File: config.mk
export PLATFORM = sky130hd
export DESIGN_NAME = io_port_data
export DESIGN_NICKNAME = d
export VERILOG_FILES = /design/src/shared/io_port_pkg.sv /design/src/core/pin_sync.sv /design/src/core/pin_slice.sv /design/src/core/io_port_data.sv
export SDC_FILE = /design/constraint.sdc
export NUM_CORES = 1
export LEC_CHECK = 0
export BUFFER_PORTS_ARGS = -buffer_cell sky130_fd_sc_hd__clkbuf_2
export CAP_MARGIN = 40
export CELL_PAD_IN_SITES_DETAIL_PLACEMENT = 0
export CELL_PAD_IN_SITES_GLOBAL_PLACEMENT = 1
export CORE_MARGIN = 4
export CORE_UTILIZATION = 34
export CTS_CLUSTER_DIAMETER = 40
export CTS_CLUSTER_SIZE = 25
export DETAILED_ROUTE_END_ITERATION = 6
export GPL_ROUTABILITY_DRIVEN = 0
export GPL_TIMING_DRIVEN = 0
export HOLD_SLACK_MARGIN = 0.15
export PLACE_DENSITY = 0.89
export SYNTH_ARGS = -nofsm -noshare
export SYNTH_HDL_FRONTEND = slang
export SYNTH_SLANG_ARGS = --single-unit
File: constraint.sdc
create_clock -name clk -period 2.3 [get_ports clk]
set_input_delay 0.23 -clock clk [delete_from_list [all_inputs] [get_ports clk]]
set_output_delay 0.23 -clock clk [all_outputs]
set_load 0.1 [all_outputs]
File: src/shared/io_port_pkg.sv
`default_nettype none
package io_port_pkg;
	localparam logic [1:0] ADDR_BIDIR_DATA = 2'h0;
	localparam logic [1:0] ADDR_INPUT_DATA = 2'h1;
	localparam logic [1:0] ADDR_SERIAL_DATA = 2'h2;
	localparam logic [7:0] BIDIR_DATA_RESET = 8'h00;
	localparam logic [4:0] SERIAL_DATA_RESET = 5'h00;
	localparam logic [1:0] FUNC_OTHER = 2'h0;
	localparam logic [1:0] FUNC_OUTPUT = 2'h1;
	localparam logic [1:0] FUNC_IN_PULLUP = 2'h2;
	localparam logic [1:0] FUNC_IN_PLAIN = 2'h3;
	localparam logic [1:0] FUNC_AFTER_RESET = 2'h2;
	localparam int BIDIR_PINS = 7;
	localparam int INPUT_PINS = 4;
	localparam int SERIAL_PINS = 6;
	localparam int SERIAL_RW_BITS = 5;
	// Reserved bits that the hardware leaves undefined read as this
	localparam logic UNDEF_BIT = 1'h0;
	localparam logic [7:0] UNMAPPED_READ = 8'h00;
endpackage
`default_nettype wire

File: src/core/pin_sync.sv
`default_nettype none
// Two flip-flop synchroniser for a bus of pin levels
module pin_sync #(
	parameter int WIDTH = 1
) (
	input wire logic clk,
	input wire logic rst,
	input wire logic [WIDTH-1:0] async_in,
	output logic [WIDTH-1:0] sync_out
);
	logic [WIDTH-1:0] meta_reg;
	logic [WIDTH-1:0] sync_reg;

	// First stage feeds only the second
	always_ff @(posedge clk) begin
		if (rst) begin
			meta_reg <= '0;
			sync_reg <= '0;
		end else begin
			meta_reg <= async_in;
			sync_reg <= meta_reg;
		end
	end

	assign sync_out = sync_reg;
endmodule // pin_sync

File: src/core/pin_slice.sv
`default_nettype none
// Per-pin function decode: output enable and read source
module pin_slice #(
	parameter int WIDTH = 1
) (
	input wire logic [2*WIDTH-1:0] func,
	input wire logic [WIDTH-1:0] stored,
	input wire logic [WIDTH-1:0] pin_level,
	output logic [WIDTH-1:0] drive_en,
	output logic [WIDTH-1:0] pullup_en,
	output logic [WIDTH-1:0] read_val
);
	// Decode of the two-bit function code
	function automatic logic [2:0] decode(input logic [1:0] code, input logic st, input logic pin);
		logic [2:0] r;
		r = 3'h0;
		case (code)
			io_port_pkg::FUNC_OTHER: r = {1'b0, 1'b0, st};
			io_port_pkg::FUNC_OUTPUT: r = {1'b1, 1'b0, st};
			io_port_pkg::FUNC_IN_PULLUP: r = {1'b0, 1'b1, pin};
			io_port_pkg::FUNC_IN_PLAIN: r = {1'b0, 1'b0, pin};
			default: r = 3'h0;
		endcase
		return r;
	endfunction

	for (genvar i = 0; i < WIDTH; i++) begin : g_pin
		wire [2:0] d = decode(func[2*i+1:2*i], stored[i], pin_level[i]);
		assign drive_en[i] = d[2];
		assign pullup_en[i] = d[1];
		assign read_val[i] = d[0];
	end
endmodule // pin_slice

File: src/core/io_port_data.sv
// The plain strobed port and the register offsets were decided locally.
`default_nettype none
// Data registers of the bidirectional, input-only and serial-pin ports
module io_port_data (
	input wire logic clk,
	input wire logic rst,
	input wire logic [1:0] addr,
	input wire logic [7:0] wdata,
	input wire logic wr_en,
	input wire logic rd_en,
	output logic [7:0] rdata,
	input wire logic [13:0] bidir_func,
	input wire logic [7:0] input_func,
	input wire logic [11:0] serial_func,
	input wire logic [6:0] bidir_pin_in,
	output logic [6:0] bidir_pin_out,
	output logic [6:0] bidir_pin_oe,
	output logic [6:0] bidir_pullup,
	input wire logic [3:0] input_pin_in,
	input wire logic [5:0] serial_pin_in,
	output logic [4:0] serial_pin_out,
	output logic [4:0] serial_pin_oe,
	output logic [5:0] serial_pullup
);
	logic [6:0] bidir_data_reg;
	logic [6:0] bidir_data_next;
	logic [4:0] serial_data_reg;
	logic [4:0] serial_data_next;
	logic [7:0] rdata_reg;
	logic [7:0] rdata_next;
	logic [6:0] bidir_sync;
	logic [3:0] input_sync;
	logic [5:0] serial_sync;
	logic [6:0] bidir_rd;
	logic [4:0] serial_rd;
	logic [6:0] bidir_oe_w;
	logic [4:0] serial_oe_w;
	logic [4:0] serial_pu_low;

	// Pins come from the board, so every level is synchronised
	pin_sync #(.WIDTH(7)) u_sync_bidir (
		.clk(clk),
		.rst(rst),
		.async_in(bidir_pin_in),
		.sync_out(bidir_sync)
	);
	pin_sync #(.WIDTH(4)) u_sync_input (
		.clk(clk),
		.rst(rst),
		.async_in(input_pin_in),
		.sync_out(input_sync)
	);
	pin_sync #(.WIDTH(6)) u_sync_serial (
		.clk(clk),
		.rst(rst),
		.async_in(serial_pin_in),
		.sync_out(serial_sync)
	);

	// Function settings are inputs, not stored here
	pin_slice #(.WIDTH(7)) u_bidir_slice (
		.func(bidir_func),
		.stored(bidir_data_reg),
		.pin_level(bidir_sync),
		.drive_en(bidir_oe_w),
		.pullup_en(bidir_pullup),
		.read_val(bidir_rd)
	);
	pin_slice #(.WIDTH(5)) u_serial_slice (
		.func(serial_func[9:0]),
		.stored(serial_data_reg),
		.pin_level(serial_sync[4:0]),
		.drive_en(serial_oe_w),
		.pullup_en(serial_pu_low),
		.read_val(serial_rd)
	);

	// Input-only bits: low unless an input function is chosen
	wire [3:0] input_rd;
	for (genvar j = 0; j < 4; j++) begin : g_in
		assign input_rd[j] = input_func[2*j+1] & input_sync[j];
	end
	wire serial_bit5_rd = serial_func[11] & serial_sync[5];
	assign serial_pullup = {serial_func[11:10] == io_port_pkg::FUNC_IN_PULLUP, serial_pu_low};

	// Address decode
	wire sel_bidir = addr == io_port_pkg::ADDR_BIDIR_DATA;
	wire sel_input = addr == io_port_pkg::ADDR_INPUT_DATA;
	wire sel_serial = addr == io_port_pkg::ADDR_SERIAL_DATA;

	// Writes store the bit whatever the function; input port has no store
	assign bidir_data_next = (wr_en && sel_bidir) ? wdata[6:0] : bidir_data_reg;
	assign serial_data_next = (wr_en && sel_serial) ? wdata[4:0] : serial_data_reg;

	// Read mux; reserved undefined bits read as a fixed level
	always_comb begin
		rdata_next = rdata_reg;
		if (rd_en) begin
			if (sel_bidir)
				rdata_next = {io_port_pkg::UNDEF_BIT, bidir_rd};
			else if (sel_input)
				rdata_next = {4'h0, input_rd};
			else if (sel_serial)
				rdata_next = {io_port_pkg::UNDEF_BIT, io_port_pkg::UNDEF_BIT,
					serial_bit5_rd, serial_rd};
			else
				rdata_next = io_port_pkg::UNMAPPED_READ;
		end
	end

	// Only rst (power-on) clears; other resets never reach here
	always_ff @(posedge clk) begin
		if (rst) begin
			bidir_data_reg <= io_port_pkg::BIDIR_DATA_RESET[6:0];
			serial_data_reg <= io_port_pkg::SERIAL_DATA_RESET;
			rdata_reg <= 8'h00;
		end else begin
			bidir_data_reg <= bidir_data_next;
			serial_data_reg <= serial_data_next;
			rdata_reg <= rdata_next;
		end
	end

	assign rdata = rdata_reg;
	assign bidir_pin_out = bidir_data_reg;
	assign bidir_pin_oe = bidir_oe_w;
	assign serial_pin_out = serial_data_reg;
	assign serial_pin_oe = serial_oe_w;

	// Every bidir pin: drive, pull-up, read source and write path
	for (genvar i = 0; i < 7; i++) begin : g_chk_bidir

	end

	// Serial bits 4:0 follow the same drive, pull-up and read rules
	for (genvar k = 0; k < 5; k++) begin : g_chk_serial

	end

	// Input-only bits: pin level under an input function, low otherwise
	for (genvar m = 0; m < 4; m++) begin : g_chk_input

	end
endmodule // io_port_data
`default_nettype wire

==> impl_results.md, run 1 <==
- Maximum clock insertion buffer count: 2
- Relative slew slack: 62.2%
- Tot Pwr: 1980 uW
- Final Hold Violating Endpoints: 0
- Cell accounting for the most synthesized area: dfxtp_1
- Worst Tran Pin Value: 0.567 ns
- Total number of vias: 1,736
- Maximum clock rate: 0.727 GHz
- Total of buffers placed on input and output ports: 102
- Standard-cell rows: 27
- Standard cell with the maximum stage delay on the critical path: clkbuf_2
- Setup skew after layout: 0.00628 ns
- CP Buf/Inv Count: 1
- Clock transition time at the flip-flop clock pins of the worst setup and hold paths: 0.08 ns
- Class of the most critical setup path: flip-flop to primary output
- Register-to-Register Path Depth: 3
- Kind of end point of the critical path: primary output
- Die Area: 7110 um^2
- Number of violations reported at the end of detailed-routing iteration 0: 79
- Post-route minimum period: 1.38 ns
- Final WL: 5000 um
- Number of H-tree branching levels: 2
- Number of filler cells placed in the layout: 523
- Via-per-instance ratio: 4.45
- Result of the run: complete, no violations
- Number of clock sinks seen by CTS: 53
- Final layout net count: 383
- Pin count of the biggest net entering global routing: 15
- Commonest non-fill, non-tap cells in the layout: 102 x clkbuf_2, 59 x nor2b_1, 53 x dfxtp_1
- Ratio of final minimum period to clock period: 59.8%
- Count of antenna-violating nets left after detailed routing: 0
- Initial standard-cell utilization of the core: 35.5%
- Max stage delay on crit path: 0.48 ns
- Reg-to-reg startpoint: bidir_pin_out[0]$_SDFFE_PP0P_
- Ordered list of cells on the worst path: clkbuf_2
- Peak supply drop: 0.397 mV
- Overall track demand over capacity in global routing: 14.0%
- Required time worst endpoint: 2.07 ns
- Number of setup violations in the final report: 0
- Main area contributors after synthesis: dfxtp_1 54%, nor2b_1 19%, mux2_2 6.8%
- Skew-Pair Late Insertion Delay: 0.30 ns
- Number of different library cells in the post-synthesis netlist: 19
- Critical Path Start Type: flip-flop
- Register bit total from synthesis: 53
- Post-CTS Resized: 0
- CTS tree: done
- Source of the worst hold timing path: serial_pin_in[1]
- Overall die height: 84.3 um
- Number of maximum-capacitance constraint violations: 0
- Launch point of the worst path: bidir_pin_out[0]$_SDFFE_PP0P_
- Core outline area: 5570 um^2
- Layout area overhead: 42.3%
- First-pass iteration count of the detailed router: 4
- Global-route wire length before repair: 7760 um
- Worst hold path stage count: 2
- Final number of max-transition violations: 0
- Sequential fraction of the synthesis area: 53.6%
- Remaining global-route overflow: 0
- Drt wl/cell: 12.8 um
- Post-Syn Nets: 259
- Final HPWL from detailed placement: 3960 um
- Cell family contributing the most delay on the critical path: buffers and inverters
- Initial antenna violation count: 0
- Cell count after synthesis: 194
- Area fraction of the dominant cell type after synthesis: 53.6%
- Most common cell after layout, fill and taps aside: clkbuf_2
- Yosys Warn Count: 0
- Ratio of cells with drive above 1 in the final layout: 39.6%
- Number of buffers created by CTS: 5
- Die X: 84.3 um
- Leakage power summed over all cells: 0.00128 uW
- Unrepaired setup endpoints after global routing: false
- Pwr/cell area: 701 nW/um^2
- Setup TNS: 0 ns
- Ant diodes: 0
- Synthesized area per cell: 10.2 um^2
- Synthesized area: 1980 um^2
- Remaining design rule violation count: 0
- Via count of the first global-routing pass: 1,641
- Arrival time worst endpoint: 1.15 ns
- Number of buffers inserted by post-CTS setup repair: 0
- Clock root buffer: clkbuf_8
- Count of pins on the block boundary: 110
- HP Class: input pin to flip-flop
- Largest fanout on the critical path: 3
- Number of cells on the critical path: 1
-- metal layers --
metal / vias to the layer above / share of wire (%) / global-route usage [%]
li1: 885 / - / -
met1: 773 / 37 / 15.4
met2: 70 / 50 / 24.4
met3: 8 / 11 / 5.69
met4: 0 / 1.4 / 4.82
met5: - / 0 / 0
-- timing repair --
| item | CTS | global route |
|---|---|---|
| hold buffers | 15 | 0 |
| endpoints found under the hold margin | 15 | 0 |
| setup endpoints to repair | 0 | 0 |
-- cells in the mapped netlist --
cell / count
a21oi_1: 6
nand3b_1: 1
a22oi_1: 1
mux2_2: 12
nor2_1: 14
buf_4: 3
nand2_1: 9
a32oi_1: 5
dfxtp_1: 53
nor2b_1: 59
nor3b_2: 1
nand2b_1: 1
nand3_1: 6
conb_1: 1
a311oi_1: 4
mux2i_1: 7
a211oi_1: 2
and2b_2: 2
clkbuf_1: 7
-- area by class of cell --
cell class              instances  area, um^2  area share [%]
well taps                      72        90.1            3.20
clock buffers                   7        86.3            3.07
multi-input cells             131         870            30.9
flip-flops and latches         53        1060            37.7
plain buffers                  10        48.8            1.73
repair buffers                117         661            23.5
-- path summary, 6_finish.rpt --
path / to / slack [ns]
worst min-delay path: u_sync_serial.meta_reg[1]$_SDFF_PP0_ / 0.15
worst max register to register: rdata[0]$_SDFFE_PP0P_ / 1.20
worst max-delay path: bidir_pin_out[0] / 0.92
worst min register to register: u_sync_bidir.sync_out[5]$_SDFF_PP0_ / 0.44
-- power by group --
part           switching [uW]  total (uW)  leakage, uW  internal [uW]
registers                13.6         971     0.000436            957
logic                     366         495     0.000802            129
clock network             271         510    0.0000443            239
-- cells by family after synthesis --
group	Yosys count	share of synthesized area (%)
and+or+nand+nor	93	26.7
other	1	0.189
muxes	19	10.4
buffers and inverters	10	2.47
AOI/OAI and AO/OA	18	6.64
DFF	53	53.6
-- through the flow --
step / hold WS [ns] / utilization [%] / cell area (um^2) / instances / worst slack [ns]
finish: 0.154 / 50.5 / 2820 / 390 / 0.924
global placement: 0.417 / 46.3 / 2580 / 368 / 1.00
global route: 0.150 / 50.5 / 2820 / 390 / 0.857
floorplan: 0.358 / - / 1980 / 194 / 0.505
CTS: 0.150 / 50.5 / 2820 / 390 / 0.903
detailed placement: 0.420 / 46.3 / 2580 / 368 / 0.983
Power figures use the tool's default switching activity.
==> inputs of run 2 (changes only) <==
ABC_AREA = 1   (was unset)
CORE_UTILIZATION = 30   (was 34)
PLACE_DENSITY = 0.83   (was 0.89)
clock period = 1.33 ns   (was 2.3 ns; I/O delays follow)
==> run 2 against run 1 <==
Worst setup slack worse by 0.85 ns; final cell count up 38%; via count up 28%; largest cell class unchanged.
==> impl_results.md, run 2 <==
- Initial standard-cell utilization of the core: 31.4% (-4.1 points)
- Final WL: 5780 um (+16%)
- Post-Synth Simple-Gate Area: 25.6% (-1.1 points)
- Via-per-instance ratio: 4.11 (-7.6%)
- Setup skew after layout: 0.00342 ns (-0.00286 ns)
- Final number of max-transition violations: 0 (unchanged)
- Die X: 93.3 um (+11%)
- Number of buffers inserted by post-CTS setup repair: 0 (unchanged)
- Number of setup violations in the final report: 0 (unchanged)
- Arrival time worst endpoint: 1.12 ns (-0.03 ns)
- Ant diodes: 0 (unchanged)
- Number of H-tree branching levels: 2 (unchanged)
- Overall track demand over capacity in global routing: 13.5% (-0.48 points)
- Area fraction of the dominant cell type after synthesis: 48.7% (-5.0 points)
- Number of violations reported at the end of detailed-routing iteration 0: 64 (-19%)
- Total of buffers placed on input and output ports: 101 (-0.98%)
- HP Class: input pin to flip-flop
- CP Buf/Inv Count: 1 (unchanged)
- Peak supply drop: 0.721 mV (+82%)
- Cell count after synthesis: 310 (+60%)
- Adder-Cell Fraction of Synth Area: 0% (unchanged)
- Kind of end point of the critical path: primary output
- Most common cell after layout, fill and taps aside: clkbuf_2
- Total placed cells including tap cells: 507 (+38%)
- Pwr/cell area: 1140 nW/um^2 (+63%)
- Commonest non-fill, non-tap cells in the layout: 101 x clkbuf_2, 83 x inv_1, 44 x nor2_1
- Xor-xnor portion of the synthesized cell area: 0% (unchanged)
- Skew-Pair Late Insertion Delay: 0.29 ns (about the same)
- Count of pins on the block boundary: 110 (unchanged)
- Largest fanout on the critical path: 3 (unchanged)
- Overall die height: 93.3 um (+11%)
- Via count of the first global-routing pass: 2,073 (+26%)
- Post-CTS Resized: 0 (unchanged)
- Final Hold Violating Endpoints: 0 (unchanged)
- Worst-case hold slack: 0.167 ns (+0.0128 ns)
- Number of cells in the finished layout apart from fillers: 539 (+38%)
- Global-route wire length before repair: 9320 um (+20%)
- Number of filler cells placed in the layout: 751 (+44%)
- Synthesized area: 2180 um^2 (+10%)
- Count of antenna-violating nets left after detailed routing: 0 (unchanged)
- Cell family contributing the most delay on the critical path: buffers and inverters
- Pin count of the biggest net entering global routing: 16 (+1)
- Final HPWL from detailed placement: 4580 um (+16%)
- Number of different library cells in the post-synthesis netlist: 23 (+4)
- Leakage power summed over all cells: 0.00172 uW (+34%)
- Unrepaired setup endpoints after global routing: false
- Setup TNS: 0 ns (unchanged)
- Layout area overhead: 47.9%
- Combinational family with the most area after synthesis: simple AND/OR/NAND/NOR gates
- Post-route minimum period: 1.26 ns
- Max stage delay on crit path: 0.46 ns (-0.02 ns)
- Sequential fraction of the synthesis area: 48.7% (-5.0 points)
- Clock root buffer: clkbuf_8
- Register bit total from synthesis: 53 (unchanged)
- Maximum clock insertion buffer count: 2 (unchanged)
- Number of clock sinks seen by CTS: 53 (unchanged)
- Standard-cell rows: 30 (+11%)
- Most common cell in the synthesized netlist: inv_1
- Multiplexer fraction of the synthesized cell area: 0% (-10 points)
- Main area contributors after synthesis: dfxtp_1 49%, inv_1 14%, nor2_1 12%
- First-pass iteration count of the detailed router: 4 (unchanged)
- Initial antenna violation count: 0 (unchanged)
- Result of the run: complete, no violations
- Main flop type after synthesis: dfxtp_1
- Remaining design rule violation count: 0 (unchanged)
- Ratio of final minimum period to clock period: 94.4%
- Synth top cells by count: 83 x inv_1, 69 x nor2_1, 53 x dfxtp_1
- Yosys Warn Count: 0 (unchanged)
- Class of the most critical setup path: flip-flop to primary output
- Clock transition time at the flip-flop clock pins of the worst setup and hold paths: 0.09 ns (about the same)
- Remaining global-route overflow: 0 (unchanged)
- Final layout net count: 507 (+32%)
- EDFF count, synth: 0 (unchanged)
- Ordered list of cells on the worst path: clkbuf_2
- Relative slew slack: 62.8% (+0.61 points)
- Post-Syn Nets: 375 (+45%)
- Number of buffers created by CTS: 5 (unchanged)
- Post-synthesis async set-or-reset flop share: 0% (unchanged)
- Ratio of cells with drive above 1 in the final layout: 37.7% (-1.9 points)
- Synth Area in Compound Gates: 8.20% (+1.6 points)
- Die Area: 8700 um^2 (+22%)
- Core outline area: 6940 um^2 (+25%)
- Maximum clock rate: 0.796 GHz
- Standard cell with the maximum stage delay on the critical path: clkbuf_2
- Drt wl/cell: 10.7 um (-16%)
- Worst Tran Pin Value: 0.558 ns (-0.00917 ns)
- Critical Path Start Type: flip-flop
- Synthesized area per cell: 7.03 um^2 (-31%)
- Cell accounting for the most synthesized area: dfxtp_1
- Number of maximum-capacitance constraint violations: 0 (unchanged)
- Total number of vias: 2,217 (+28%)
- Required time worst endpoint: 1.20 ns (-0.87 ns)
- CTS tree: done
[run 2: cell types whose count changed after synthesis, sizes merged, moves of 7 or more]
cell / delta
nor2: +57
mux2: -12
nand2: +30
inv: +84
nor2b: -59
mux2i: -7
o21ai: +12
a21oi: +8
nand3: +11
[run 2: layout make-up]
type	instances	area, um^2	share of cell area [%]
plain buffers	11	62.6	1.94
multi-input cells	162	805	24.9
flip-flops and latches	53	1080	33.4
repair buffers	125	746	23.1
clock buffers	7	96.3	2.99
inverters	84	315	9.78
clock inverters	1	5.00	0.155
well taps	96	120	3.72
[run 2: worst paths after layout]
| path | startpoint | endpoint | slack, ns | cells past startpoint |
|---|---|---|---|---|
| max reg2reg | bidir_pin_out[6]$_SDFFE_PP0P_ | rdata[6]$_SDFFE_PP0P_ | 0.41 | 3 |
| min reg2reg | u_sync_bidir.meta_reg[1]$_SDFF_PP0_ | u_sync_bidir.sync_out[1]$_SDFF_PP0_ | 0.41 | 2 |
| min | rd_en | rdata[2]$_SDFFE_PP0P_ | 0.17 | 4 |
| max | bidir_pin_out[6]$_SDFFE_PP0P_ | bidir_pin_out[6] | 0.07 | 1 |
[run 2: through the flow]
step | power, uW | setup slack [ns] | util, % | cell area, um^2
finish | 3680 | 0.0742 | 46.5 | 3230
global placement | 2690 | 0.171 | 41.5 | 2880
CTS | 3730 | 0.0588 | 46.5 | 3230
floorplan | 2460 | 0.0144 | - | 2260
global route | 3870 | 0.0295 | 46.5 | 3230
detailed placement | 2700 | 0.163 | 41.5 | 2880
[run 2: logic make-up after synthesis]
logic type	count (synthesis)
and+or+nand+nor	132
buffers and inverters	95
DFF	53
AOI/OAI and AO/OA	29
other	1
[run 2: per-layer routing]
layer	vias to the layer above	global-route usage, %	part of all wire [%]
li1	1159	-	-
met2	76	24.3	47
met1	976	15.7	44
met4	0	3.54	1.2
met5	-	0	0
met3	6	3.78	7.8
[run 2: repair_timing]
item / CTS / global route
hold endpoints to repair: 26 / 0
endpoints found under the setup margin: 0 / 0
hold buffers: 24 / 0
[run 2: power breakdown]
part	internal (uW)	total, uW	switching, uW
registers	1670	1690	27.8
clock network	472	976	505
logic	246	1010	768
